**src/rtl/pfc_cfg.svh**
```systemverilog
// Constants of the frequency-change control block and its host sequencer
`ifndef PFC_CFG_SVH
`define PFC_CFG_SVH

`define PFC_DATA_W 24
`define PFC_ADDR_W 8
`define PFC_RESET_VAL 24'h00_0000

// Device register indices on the link
`define PFC_REG_INT 8'h03
`define PFC_REG_FRAC 8'h04
`define PFC_REG_MODE 8'h06
`define PFC_REG_CP 8'h09
`define PFC_REG_CALCFG 8'h0a
`define PFC_REG_BAND 8'h15
`define PFC_REG_OUTDIV 8'h16
`define PFC_REG_OUTCFG 8'h17

// Field positions
`define PFC_FRAC_MODE_BIT 11
`define PFC_AUTOMATIC_VCO_CALIBRATION_OFF_BIT 11
`define PFC_BAND_MSB 8
`define PFC_BAND_LSB 1
`define PFC_DIV_MSB 5
`define PFC_DIV_LSB 0
`define PFC_GAIN_MSB 10
`define PFC_GAIN_LSB 6
`define PFC_AUTOMUTE_BIT 7
`define PFC_BUF_MSB 5
`define PFC_BUF_LSB 4
`define PFC_CPDN_MSB 6
`define PFC_CPDN_LSB 0
`define PFC_CPUP_MSB 13
`define PFC_CPUP_LSB 7
`define PFC_OFFMAG_MSB 20
`define PFC_OFFMAG_LSB 14
`define PFC_OFFUP_BIT 21
`define PFC_OFFDN_BIT 22

// Calibration time
`define PFC_CLK_MHZ 200
`define PFC_CAL_TIME_NS 8640
`define PFC_CAL_CYCLES ((`PFC_CAL_TIME_NS * `PFC_CLK_MHZ) / 1000)

// Host sequencer registers, Avalon byte addresses
`define PFC_HOST_AW 5
`define PFC_H_INT 5'h00
`define PFC_H_FRAC 5'h04
`define PFC_H_BAND 5'h08
`define PFC_H_CP 5'h0c
`define PFC_H_CTRL 5'h10
`define PFC_H_STATUS 5'h14
`define PFC_CTRL_GO 0
`define PFC_CTRL_FRAC 1
`define PFC_CTRL_MANUAL 2
`define PFC_CTRL_PDHIGH 3
`define PFC_CTRL_INTCHG 4
`define PFC_CTRL_W 4

`endif

```
**src/rtl/pfc_pkg.sv**
```systemverilog
// Types shared by both ends of the frequency-change link
`include "pfc_cfg.svh"
package pfc_pkg;

	typedef enum logic [1:0] {
		PFC_D_IDLE = 2'h0,
		PFC_D_CAL = 2'h1
	} pfc_dev_state_e;

	typedef struct packed {
		pfc_dev_state_e state;
		logic [`PFC_DATA_W-1:0] intReg;
		logic [`PFC_DATA_W-1:0] fracReg;
		logic [`PFC_DATA_W-1:0] modeReg;
		logic [`PFC_DATA_W-1:0] cpReg;
		logic [`PFC_DATA_W-1:0] calCfgReg;
		logic [`PFC_DATA_W-1:0] bandReg;
		logic [`PFC_DATA_W-1:0] outDivReg;
		logic [`PFC_DATA_W-1:0] outCfgReg;
		logic [`PFC_DATA_W-1:0] appInt;
		logic [`PFC_DATA_W-1:0] appFrac;
		logic [15:0] calCnt;
		logic [`PFC_DATA_W-1:0] rdata;
	} pfc_dev_s;

	typedef enum logic [3:0] {
		PFC_H_IDLE = 4'h0,
		PFC_H_MODE = 4'h1,
		PFC_H_CAL = 4'h3,
		PFC_H_CPPRE = 4'h2,
		PFC_H_BAND = 4'h6,
		PFC_H_INT = 4'h7,
		PFC_H_FRAC = 4'h5,
		PFC_H_SETTLE = 4'h4,
		PFC_H_CPPOST = 4'hc,
		PFC_H_READ = 4'hd,
		PFC_H_RDWAIT = 4'hf
	} pfc_host_state_e;

	typedef struct packed {
		pfc_host_state_e state;
		logic [`PFC_DATA_W-1:0] cmdInt;
		logic [`PFC_DATA_W-1:0] cmdFrac;
		logic [7:0] cmdBand;
		logic [`PFC_DATA_W-1:0] cmdCp;
		logic [`PFC_CTRL_W-1:0] ctrl;
		logic [7:0] readBand;
	} pfc_host_s;

endpackage

```
**src/rtl/pfc_link_if.sv**
```systemverilog
// Register link between the host sequencer and the synthesizer control
`timescale 1ns/1ps
`default_nettype none
`include "pfc_cfg.svh"
interface pfc_link_if;
	logic wrEn;
	logic rdEn;
	logic [`PFC_ADDR_W-1:0] addr;
	logic [`PFC_DATA_W-1:0] wdata;
	logic [`PFC_DATA_W-1:0] rdata;
	logic calBusy;

	modport dev (
		input wrEn,
		input rdEn,
		input addr,
		input wdata,
		output rdata,
		output calBusy
	);

	modport host (
		output wrEn,
		output rdEn,
		output addr,
		output wdata,
		input rdata,
		input calBusy
	);
endinterface
`default_nettype wire

```
**src/rtl/pfc_host_ctrl.sv**
```systemverilog
// Host sequencer: runs one frequency change over the register link
//
// The Avalon-MM interface to the registers was decided locally.
`timescale 1ns/1ps
`default_nettype none
`include "pfc_cfg.svh"
module pfc_host_ctrl
	import pfc_pkg::*;
(
	input wire logic sys_clk,
	input wire logic resetn,
	input wire logic [`PFC_HOST_AW-1:0] avs_address,
	input wire logic avs_read,
	input wire logic avs_write,
	input wire logic [31:0] avs_writedata,
	output logic [31:0] avs_readdata,
	output logic avs_waitrequest,
	pfc_link_if.host link
);

	// ctrl keeps CTRL bits 4:1, so each flag sits one below its bus bit
	localparam int C_FRAC = `PFC_CTRL_FRAC - 1;
	localparam int C_MANUAL = `PFC_CTRL_MANUAL - 1;
	localparam int C_PDHIGH = `PFC_CTRL_PDHIGH - 1;
	localparam int C_INTCHG = `PFC_CTRL_INTCHG - 1;

	pfc_host_s st_reg;
	pfc_host_s st_next;

	logic busy;
	logic goReq;
	logic fracM;
	logic [6:0] gainQuarter;
	logic [6:0] offMag;
	logic [`PFC_DATA_W-1:0] cpBase;

	assign busy = (st_reg.state != PFC_H_IDLE);
	assign goReq = avs_write && (avs_address == `PFC_H_CTRL) &&
		avs_writedata[`PFC_CTRL_GO];
	// A new change waits until the running one has finished
	assign avs_waitrequest = goReq && busy;
	assign fracM = st_reg.ctrl[C_FRAC];

	always_comb begin
		gainQuarter = {2'b00, st_reg.cmdCp[`PFC_CPUP_MSB:`PFC_CPUP_LSB+2]};
		offMag = st_reg.cmdCp[`PFC_OFFMAG_MSB:`PFC_OFFMAG_LSB];
		if (!fracM) begin
			offMag = 7'h00;
		end else if (offMag > gainQuarter) begin
			offMag = gainQuarter;
		end
		cpBase = {3'b000, offMag,
			st_reg.cmdCp[`PFC_CPUP_MSB:`PFC_CPDN_LSB]};
	end

	always_comb begin
		st_next = st_reg;
		link.wrEn = 1'b0;
		link.rdEn = 1'b0;
		link.addr = '0;
		link.wdata = '0;

		if (avs_write && !avs_waitrequest) begin
			unique case (avs_address)
				`PFC_H_INT: st_next.cmdInt = avs_writedata[`PFC_DATA_W-1:0];
				`PFC_H_FRAC: st_next.cmdFrac = avs_writedata[`PFC_DATA_W-1:0];
				`PFC_H_BAND: st_next.cmdBand = avs_writedata[7:0];
				`PFC_H_CP: st_next.cmdCp = avs_writedata[`PFC_DATA_W-1:0];
				`PFC_H_CTRL: begin
					st_next.ctrl = avs_writedata[`PFC_CTRL_W:1];
				end
				default: begin
				end
			endcase
		end

		unique case (st_reg.state)
			PFC_H_IDLE: begin
				if (goReq) begin
					st_next.state = PFC_H_MODE;
				end
			end
			PFC_H_MODE: begin
				link.wrEn = 1'b1;
				link.addr = `PFC_REG_MODE;
				link.wdata[`PFC_FRAC_MODE_BIT] = fracM;
				st_next.state = PFC_H_CAL;
			end
			PFC_H_CAL: begin
				link.wrEn = 1'b1;
				link.addr = `PFC_REG_CALCFG;
				link.wdata[`PFC_AUTOMATIC_VCO_CALIBRATION_OFF_BIT] = st_reg.ctrl[C_MANUAL];
				st_next.state = PFC_H_CPPRE;
			end
			PFC_H_CPPRE: begin
				link.wrEn = 1'b1;
				link.addr = `PFC_REG_CP;
				link.wdata = cpBase;
				link.wdata[`PFC_OFFUP_BIT] = fracM &&
					!st_reg.ctrl[C_PDHIGH];
				st_next.state = st_reg.ctrl[C_MANUAL] ?
					PFC_H_BAND : PFC_H_INT;
			end
			PFC_H_BAND: begin
				link.wrEn = 1'b1;
				link.addr = `PFC_REG_BAND;
				link.wdata[`PFC_BAND_MSB:`PFC_BAND_LSB] = st_reg.cmdBand;
				st_next.state = PFC_H_INT;
			end
			PFC_H_INT: begin
				link.wrEn = !fracM || st_reg.ctrl[C_INTCHG];
				link.addr = `PFC_REG_INT;
				link.wdata = st_reg.cmdInt;
				st_next.state = fracM ? PFC_H_FRAC : PFC_H_SETTLE;
			end
			PFC_H_FRAC: begin
				link.wrEn = 1'b1;
				link.addr = `PFC_REG_FRAC;
				link.wdata = st_reg.cmdFrac;
				st_next.state = PFC_H_SETTLE;
			end
			PFC_H_SETTLE: begin
				// Only calibration end is seen; loop settling is not observed
				if (!link.calBusy) begin
					st_next.state = PFC_H_CPPOST;
				end
			end
			PFC_H_CPPOST: begin
				link.wrEn = fracM && st_reg.ctrl[C_PDHIGH];
				link.addr = `PFC_REG_CP;
				link.wdata = cpBase;
				link.wdata[`PFC_OFFUP_BIT] = 1'b1;
				st_next.state = PFC_H_READ;
			end
			PFC_H_READ: begin
				link.rdEn = 1'b1;
				link.addr = `PFC_REG_BAND;
				st_next.state = PFC_H_RDWAIT;
			end
			PFC_H_RDWAIT: begin
				st_next.readBand = link.rdata[`PFC_BAND_MSB:`PFC_BAND_LSB];
				st_next.state = PFC_H_IDLE;
			end
			default: begin
				st_next.state = PFC_H_IDLE;
			end
		endcase
	end

	always_comb begin
		avs_readdata = 32'h0000_0000;
		if (avs_read) begin
			unique case (avs_address)
				`PFC_H_INT: avs_readdata[`PFC_DATA_W-1:0] = st_reg.cmdInt;
				`PFC_H_FRAC: avs_readdata[`PFC_DATA_W-1:0] = st_reg.cmdFrac;
				`PFC_H_BAND: avs_readdata[7:0] = st_reg.cmdBand;
				`PFC_H_CP: avs_readdata[`PFC_DATA_W-1:0] = st_reg.cmdCp;
				`PFC_H_CTRL: avs_readdata[`PFC_CTRL_W:1] = st_reg.ctrl;
				`PFC_H_STATUS: avs_readdata[8:0] = {st_reg.readBand, busy};
				default: avs_readdata = 32'h0000_0000;
			endcase
		end
	end

	always_ff @(posedge sys_clk) begin
		if (!resetn) begin
			st_reg <= '0;
		end else begin
			st_reg <= st_next;
		end
	end

endmodule // pfc_host_ctrl
`default_nettype wire

```
**src/flat_wrapper.sv**
```systemverilog
// flat-port wrapper written by rule: the top's interface ports become plain ports
module pfc_host_ctrl_flat import pfc_pkg::*;
  (sys_clk, resetn, avs_address, avs_read, avs_write, avs_writedata, avs_readdata, avs_waitrequest, link_wrEn, link_rdEn, link_addr, link_wdata, link_rdata, link_calBusy);
  pfc_link_if link_i ();
  input wire logic sys_clk;
  input wire logic resetn;
  input wire logic [`PFC_HOST_AW-1:0] avs_address;
  input wire logic avs_read;
  input wire logic avs_write;
  input wire logic [31:0] avs_writedata;
  output logic [31:0] avs_readdata;
  output logic avs_waitrequest;
  output wire logic [$bits(link_i.wrEn)-1:0] link_wrEn;
  output wire logic [$bits(link_i.rdEn)-1:0] link_rdEn;
  output wire logic [$bits(link_i.addr)-1:0] link_addr;
  output wire logic [$bits(link_i.wdata)-1:0] link_wdata;
  input wire logic [$bits(link_i.rdata)-1:0] link_rdata;
  input wire logic [$bits(link_i.calBusy)-1:0] link_calBusy;
  assign link_wrEn = link_i.wrEn;
  assign link_rdEn = link_i.rdEn;
  assign link_addr = link_i.addr;
  assign link_wdata = link_i.wdata;
  assign link_i.rdata = link_rdata;
  assign link_i.calBusy = link_calBusy;
  pfc_host_ctrl u_core (.sys_clk(sys_clk), .resetn(resetn), .avs_address(avs_address), .avs_read(avs_read), .avs_write(avs_write), .avs_writedata(avs_writedata), .avs_readdata(avs_readdata), .avs_waitrequest(avs_waitrequest), .link(link_i));
endmodule
```
**config.mk**
```make
export PLATFORM = sky130hd
export DESIGN_NAME = pfc_host_ctrl_flat
export DESIGN_NICKNAME = d
export VERILOG_FILES = /design/src/rtl/pfc_pkg.sv /design/src/rtl/pfc_link_if.sv /design/src/rtl/pfc_host_ctrl.sv /design/src/flat_wrapper.sv
export VERILOG_INCLUDE_DIRS = /design/src /design/src/rtl
export SDC_FILE = /design/constraint.sdc
export NUM_CORES = 1
export LEC_CHECK = 0
export BUFFER_PORTS_ARGS = -buffer_cell sky130_fd_sc_hd__buf_2
export CAP_MARGIN = 20
export CORE_MARGIN = 8
export CORE_UTILIZATION = 40
export DETAILED_ROUTE_END_ITERATION = 7
export SYNTH_ARGS = -nofsm -noshare
export SYNTH_HDL_FRONTEND = slang
export SYNTH_SLANG_ARGS = --single-unit
```
**constraint.sdc**
```tcl
create_clock -name sys_clk -period 1.9 [get_ports sys_clk]
set_input_delay 0.19 -clock sys_clk [delete_from_list [all_inputs] [get_ports sys_clk]]
set_output_delay 0.19 -clock sys_clk [all_outputs]
set_load 0.02 [all_outputs]
```
* After elaboration in Yosys (flattened, before gate mapping)
Cells that the tools add are included.
Widths: inputs -> output; s select.
** Cells by class
- Order comparisons :: 1
- Equal/unequal tests :: 17
- Muxes and demuxes :: 21
- Reductions and logical operators :: 22
** Operators with widths (count)
- $pmux 12 s4 :: 1
- $pmux 15 s3 :: 1
- $pmux 4 s10 :: 1
- $pmux 8 s4 :: 1
- $pmux 5 s6 :: 1
- $mux 24 :: 1
- $pmux 4 s6 :: 1
- $eq 4x3->1 const B :: 4
- $pmux 3 s5 :: 1
- $mux 7 :: 2
- $eq 4x4->1 const B :: 3
- $reduce_and 2->1 :: 6
- $eq 5x4->1 const B :: 2
- $eq 5x5->1 const B :: 2
- $pmux 1 s5 :: 2
- $eq 4x2->1 const B :: 2
- $mux 4 :: 2
- $gt 7x5->1 :: 1
- $logic_and 1x1->1 :: 6
- $pmux 1 s3 :: 2
- $pmux 2 s3 :: 1
- $eq 5x3->1 const B :: 1
- $logic_not 5->1 :: 1
- $reduce_or 5->1 :: 1
- 10 further kinds :: 15
** Word-level totals
- Register bits after elaboration :: 96
- Input port bits :: 66
- Output and inout port bits :: 67
- Word-level logic and storage cells :: 68

* Logic depth before layout (Yosys ltp)
Gate-level depths: netlist of the first run.
- Depth after elaboration :: 7
- Gate-level depth with buffers :: 7
- Depth with buffers taken out :: 7

* Worst setup path after synthesis of the first run
No wires, ideal clock.
- Kind :: register -> output
- From :: register u_core.st_reg, in the netlist u_core.cpBase[11]
- To :: output port link_wdata[14]
- Arrival time :: 1.802 ns
- Required time :: 1.710 ns
- Path slack :: -0.092 ns
- Cell stages (with the launch flop) :: 8
- Path buffers :: 0
- Cell sequence :: dfxtp_1 -> inv_1 -> ha_1 -> and4bb_2 -> a41oi_1 -> o21ai_4 -> mux2i_1 -> o21ai_1
** On the way
- Word-level cells in the longest chain between the ends :: 4
** RTL lines
- start: declaration :: RTL line pfc_host_ctrl.sv:27 : pfc_host_s st_reg;
- start signal: assignment :: RTL line pfc_host_ctrl.sv:169 : st_reg <= st_next;
- $gt 7x5->1 :: RTL line pfc_host_ctrl.sv:49 : end else if (offMag > gainQuarter) begin
- $mux 7 :: RTL line pfc_host_ctrl.sv:49
- $mux 7 :: RTL line pfc_host_ctrl.sv:47 : if (!fracM) begin
- $pmux 12 s4 :: RTL line pfc_host_ctrl.sv:77 : unique case (st_reg.state)
- end: declaration :: RTL line flat_wrapper.sv:16 : output wire logic [$bits(link_i.wdata)-1:0] link_wdata;
Every way passes these cells.

* Worst setup path after layout of the first run
- From :: register u_core.st_reg, in the netlist u_core.cpBase[12]
- To :: output port link_wdata[15]
Same word-level chain as after synthesis.

==> impl_metrics.yaml, run 1 <==
run_status:
  status: "finished, violations left"
  violations: "negative setup slack"
power:
  swShare_pct: 30.3
  powerDensity_nw_per_um2: 713
  combPwrFrac_pct: 24.5
  internal_power_mw: 3.56
  pwr-share-seq_pct: 41.7
  irDropWorstVdd_mv: 0.531
  clockPowerShare_pct: 33.8
  p_leak_nw: 2.92
  p_sw_mw: 1.55
global_routing:
  first_global_vias: 5408
  grt_pass1_wl_um: 28700
  antenna_found_initial: 0
  gr-total-overflow: 0
  grt_max_degree: 53
  grt_usage_pct: 20.3
cells_and_area:
  syn2layout_area_growth_pct: 34.6
  final_common_cell: "nand2_1"
  layout_common_cells: "191 x nand2_1, 90 x dfxtp_1, 73 x buf_2"
  multi_input_area_um2: 3260
  n_antenna_cell: 0
  instances_no_fill: 987
  fill_cells: 1251
  largest_reg_flops: 81
  nets: 878
  seqCellArea_um2: 1940
  final_layout_size_suffix_gt1_share_pct: 29.5
  fin_util_pct: 54.5
sta:
  fin_ws_ns: -0.415
  hold_violations: 0
  fin_crit_ns: 2.31
  max_freq_mhz: 432
  fin_tns_setup_ns: -3.41
  rsz0062_at_grt: "yes"
  setup_violations: 22
  period_share_pct: 122
  slew_violations: 0
  finClkSkew_ns: 0.00599
  worst_pin_slew_ns: 0.568
  relSlewSlack_pct: 62.1
critical_path:
  worstPathRequired_ns: 1.71
  worstSetupPathType: "reg -> out"
  cp.arrival_ns: 2.12
  worst-path-max-fanout: 5
  crit_path_end_kind: "output port"
  startpoint_type: "flop"
cts:
  cts.clk_slew.worst_paths_ns: 0.07
  cts_tree: "yes"
  cts_sinks: 96
  cts_hold_buf: 0
  htreeDepth: 3
  clk_path_buf_depth: 2
  cts-root-buf: "clkbuf_16"
  cts_made_buffers: 9
  clock_latency_ns: 0.34
yosys:
  synthArstFlopShare_pct: 0
  netlist_area_um2: 5320
  synth.avg_cell_area_um2: 7.88
  ys_seq_area_share_pct: 36.1
  ys_seq_elements: 96
  netlist_instances: 675
  synth_ff_type: "dfxtp_1"
  ys_types: 48
  synth_edf_count: 0
  synth.yosys.warnings: 0
routing:
  vias: 5324
  drt_pass1_iterations: 6
  drc_errors: 0
  drtIter0Drc: 552
  wl_per_cell_um: 18.4
  wirelength_um: 18200
  ant_nets: 0
  routed_via_density: 5.39
placement:
  gp_congestion: 0.884
  dp_cells: 947
  hpwl_um: 12300
  numPortBuffers: 97
floorplanning:
  fp.dieW_um: 131
  die_y_um: 131
  coreArea_um2: 13100
  design.die.area_um2: 17300
  rows: 42
  pin_count: 133
  start_util_pct: 40.5
job:
  maxCapViolCount: 0
min_path:
  worstHoldPathType: "in -> reg"
## power groups by stage
stage | sequential, mW | clock [mW] | combinational [mW]
after floorplan | 2.12 | 0 | 0.604
after global placement | 2.13 | 0 | 0.874
after detailed placement | 2.14 | 0 | 0.881
after CTS | 2.12 | 1.76 | 1.11
after global routing | 2.13 | 1.85 | 1.33
final | 2.13 | 1.72 | 1.25
## synthesized netlist by cell type, types with 13 or more instances
master	count	area share, %
nor2b_1	17	2.0
dfxtp_1	96	36
a21boi_0	35	4.9
buf_2	24	2.3
mux2i_1	36	6.8
buf_4	13	1.8
nand2_1	193	14
a21boi_1	46	6.5
inv_1	14	0.99
a22oi_1	13	1.8
a222oi_1	15	2.8
a21oi_1	19	1.8
clkbuf_1	19	1.3
nor2_1	48	3.4
## layout make-up
| cell class | instances | area share, % |
|---|---|---|
| multi-input cells | 516 | 45.5 |
| flip-flops and latches | 96 | 27.0 |
| repair buffers | 170 | 19.7 |
| clock buffers | 10 | 3.34 |
| well taps | 176 | 3.08 |
| inverters | 14 | 0.734 |
| clock inverters | 5 | 0.594 |
## stage by stage
step	cell area, µm²	power (mW)	hold slack (ns)	setup WS [ns]
after floorplan	5390	2.72	0.325	0.0290
after global placement	6180	3.01	0.443	-0.0697
after detailed placement	6180	3.02	0.454	-0.0933
after CTS	6940	4.99	0.0841	-0.420
after global routing	7160	5.31	0.103	-0.471
final	7160	5.11	0.0905	-0.415
## cells by family (layout without fill, tap and decap cells)
| logic type | Yosys count | after routing | share of synthesized area, % |
|---|---|---|---|
| and+or+nand+nor | 296 | 296 | 24.2 |
| AOI/OAI and AO/OA | 161 | 161 | 22.1 |
| DFF | 96 | 96 | 36.1 |
| buffers and inverters | 73 | 199 | 6.82 |
| muxes | 43 | 43 | 9.52 |
| adders and majority gates | 5 | 5 | 1.18 |
| other | 1 | 11 | 0.0705 |
## final timing paths
check,start,to,slack (ns),cells after the start
max,u_core.cpBase[12],link_wdata[15],-0.41,7
min reg2reg,u_core.st_reg[85],u_core.st_reg[85],0.47,2
max reg2reg,u_core.st_reg[94],u_core.st_reg[10],0.16,8
min,link_rdata[2],u_core.st_reg[1],0.09,3
## metal layers
metal / track usage [%] / up-vias / share of wire, %
li1: - / 2556 / -
met1: 24.1 / 2537 / 41
met2: 34.4 / 211 / 49
met3: 4.88 / 20 / 7.6
met4: 8.42 / 0 / 1.7
met5: 0 / - / 0
## repair_timing
item	4_1_cts	5_1_grt
resized for setup	68	39
setup buffers	14	12
pin swaps	24	33
setup endpoints to repair	26	32
gates cloned	4	2
## critical path, cell delays in order (launching register included)
cell and delay, ns:
dfxtp_2 0.33, inv_2 0.04, ha_4 0.14, or4_4 0.49
o21ai_4 0.27, mux2i_1 0.28, o21ai_2 0.10, buf_6 0.14
Power figures use the tool's default switching activity.
==> run 2: changes to the inputs <==
BUFFER_PORTS_ARGS = -buffer_cell sky130_fd_sc_hd__buf_4   (was -buffer_cell sky130_fd_sc_hd__buf_2)
==> run 2 against run 1 <==
  * The flow still finishes with violations (negative setup slack)
  * Fmax is 1.7% lower
  * Cell count is 0.20% higher
  * Clock-buffer cell count grew 3
  * Wire length increased by 3.2%
==> impl_metrics.yaml, run 2 (synthesis gave the netlist of run 1 again) <==
run_status:
  status: "finished, violations left"
  violations: "negative setup slack"
cts:
  cts_made_buffers: 9
  clk_path_buf_depth: 2
  cts.clk_slew.worst_paths_ns: 0.06
  clock_latency_ns: 0.34
  cts_sinks: 96
  cts_tree: "yes"
  cts-root-buf: "clkbuf_16"
  htreeDepth: 3
critical_path:
  slowest_stage: "or4_4"
  rr_worst_depth: 8
  worstPathRequired_ns: 1.71
  r2r_start: "u_core.st_reg[95]"
  crit_path_max_incr_delay_ns: 0.49
  crit_chain: "inv_2 -> ha_2 -> or4_4 -> o21ai_4 -> buf_6 -> mux2i_2 -> o21ai_2 -> buf_6"
  worstSetupPathType: "reg -> out"
  ff2ff_setup_slack_ns: 0.10
  critical-path-top-delay-family: "simple AND/OR/NAND/NOR gates"
  r2r-end: "u_core.st_reg[9]"
  crit_top_cell: "buf_6"
  cp.arrival_ns: 2.16
  crit_path_end_kind: "output port"
  critical_path_buf_inv_count: 3
  startpoint_type: "flop"
  worst-path-max-fanout: 3
placement:
  place_area_um2: 6420
  numPortBuffers: 97
  dp_cells: 946
  hpwl_um: 12500
  dp_slack_ns: -0.151
  gp_congestion: 0.863
floorplanning:
  fp.dieW_um: 131
  die_y_um: 131
  start_util_pct: 40.5
  coreArea_um2: 13100
  rows: 42
  pin_count: 133
  design.die.area_um2: 17300
sta:
  relSlewSlack_pct: 62.6
  finClkSkew_ns: 0.00248
  fin_hold_ws_ns: 0.103
  rsz0062_at_grt: "yes"
  fin_crit_ns: 2.35
  fin_ws_ns: -0.455
  worst_pin_slew_ns: 0.561
  max_freq_mhz: 425
  setup_violations: 22
  hold_violations: 0
  period_share_pct: 124
  fin_tns_setup_ns: -3.10
  slew_violations: 0
routing:
  drc_errors: 0
  drt_pass1_iterations: 7
  routed_via_density: 5.59
  wirelength_um: 18800
  drtIter0Drc: 631
  ant_nets: 0
  vias: 5529
  wl_per_cell_um: 19.0
power:
  p_sw_mw: 1.56
  combPwrFrac_pct: 26.4
  swShare_pct: 28.3
  internal_power_mw: 3.94
  powerDensity_nw_per_um2: 745
  irDropWorstVdd_mv: 0.381
  p_leak_nw: 2.96
  total_power_mw: 5.49
  pwr-share-seq_pct: 38.1
  clockPowerShare_pct: 35.5
cells_and_area:
  layout_common_cells: "189 x nand2_1, 124 x buf_4, 84 x dfxtp_1"
  instances_no_fill: 989
  nets: 879
  largest_reg_flops: 81
  syn2layout_area_growth_pct: 38.5
  fin_util_pct: 56.1
  stdcell_area_um2: 7370
  n_antenna_cell: 0
  fill_cells: 1215
  final_common_cell: "nand2_1"
  final_layout_size_suffix_gt1_share_pct: 31.0
global_routing:
  antenna_found_initial: 0
  first_global_vias: 5422
  grt_pass1_wl_um: 29400
  grt_usage_pct: 21.0
  grt_max_degree: 48
  gr-total-overflow: 0
min_path:
  worstHoldPathType: "in -> reg"
  worst_hold_path.endpoint: "u_core.cpBase[12]"
  hold_depth: 3
  worstHoldStart: "avs_writedata[12]"
job:
  maxCapViolCount: 0
[run 2: worst max path at each step]
stage	to	slack, ns	cells after the start	start
floorplan	link_wdata[14]	0.03	6	u_core.cpBase[13]
global route	link_wdata[15]	-0.48	8	u_core.cpBase[12]
finish	link_wdata[15]	-0.45	8	u_core.cpBase[12]
detailed placement	link_wdata[15]	-0.15	7	u_core.cpBase[13]
CTS	link_wdata[15]	-0.53	7	u_core.cpBase[12]
global placement	link_wdata[14]	-0.33	6	u_core.st_reg[95]
[run 2: final cells by class]
class | instances | area [µm²] | share of cell area [%]
Tap cell | 176 | 220 | 2.99
Clock inverter | 3 | 65.1 | 0.883
Clock buffer | 13 | 250 | 3.40
Timing Repair Buffer | 171 | 1520 | 20.6
Sequential cell | 96 | 1940 | 26.3
Multi-Input combinational cell | 516 | 3320 | 45.1
Inverter | 14 | 52.6 | 0.713
[run 2: worst min-delay path: cells and delay by family]
kind | cells | cell delay [ns]
buf+inv | 1 | 0.12
simple gates | 1 | 0.05
compound gates | 1 | 0.05
[run 2: routing by layer]
metal / track usage, % / wire length (µm)
met1: 25.3 / 7480
met2: 36.1 / 9350
met3: 4.00 / 1550
met4: 8.55 / 407
met5: 0 / 0
[run 2: repair_timing]
item                                   in CTS  in global routing
setup buffers                              20                  7
hold buffers                                0                  0
endpoints found under the hold margin       0                  0
setup endpoints to repair                  27                 31
cloned                                      2                  0
gates resized for setup                    69                 36
pin swaps                                  18                 17
[run 2: power by group through the flow]
stage                     Combinational [mW]  Sequential (mW)  Clock (mW)
after floorplan                        0.604             2.12           0
after global placement                 0.957             2.12           0
after detailed placement               0.972             2.12           0
after CTS                               1.32             2.08        1.98
after global routing                    1.53             2.09        2.05
final                                   1.45             2.09        1.95
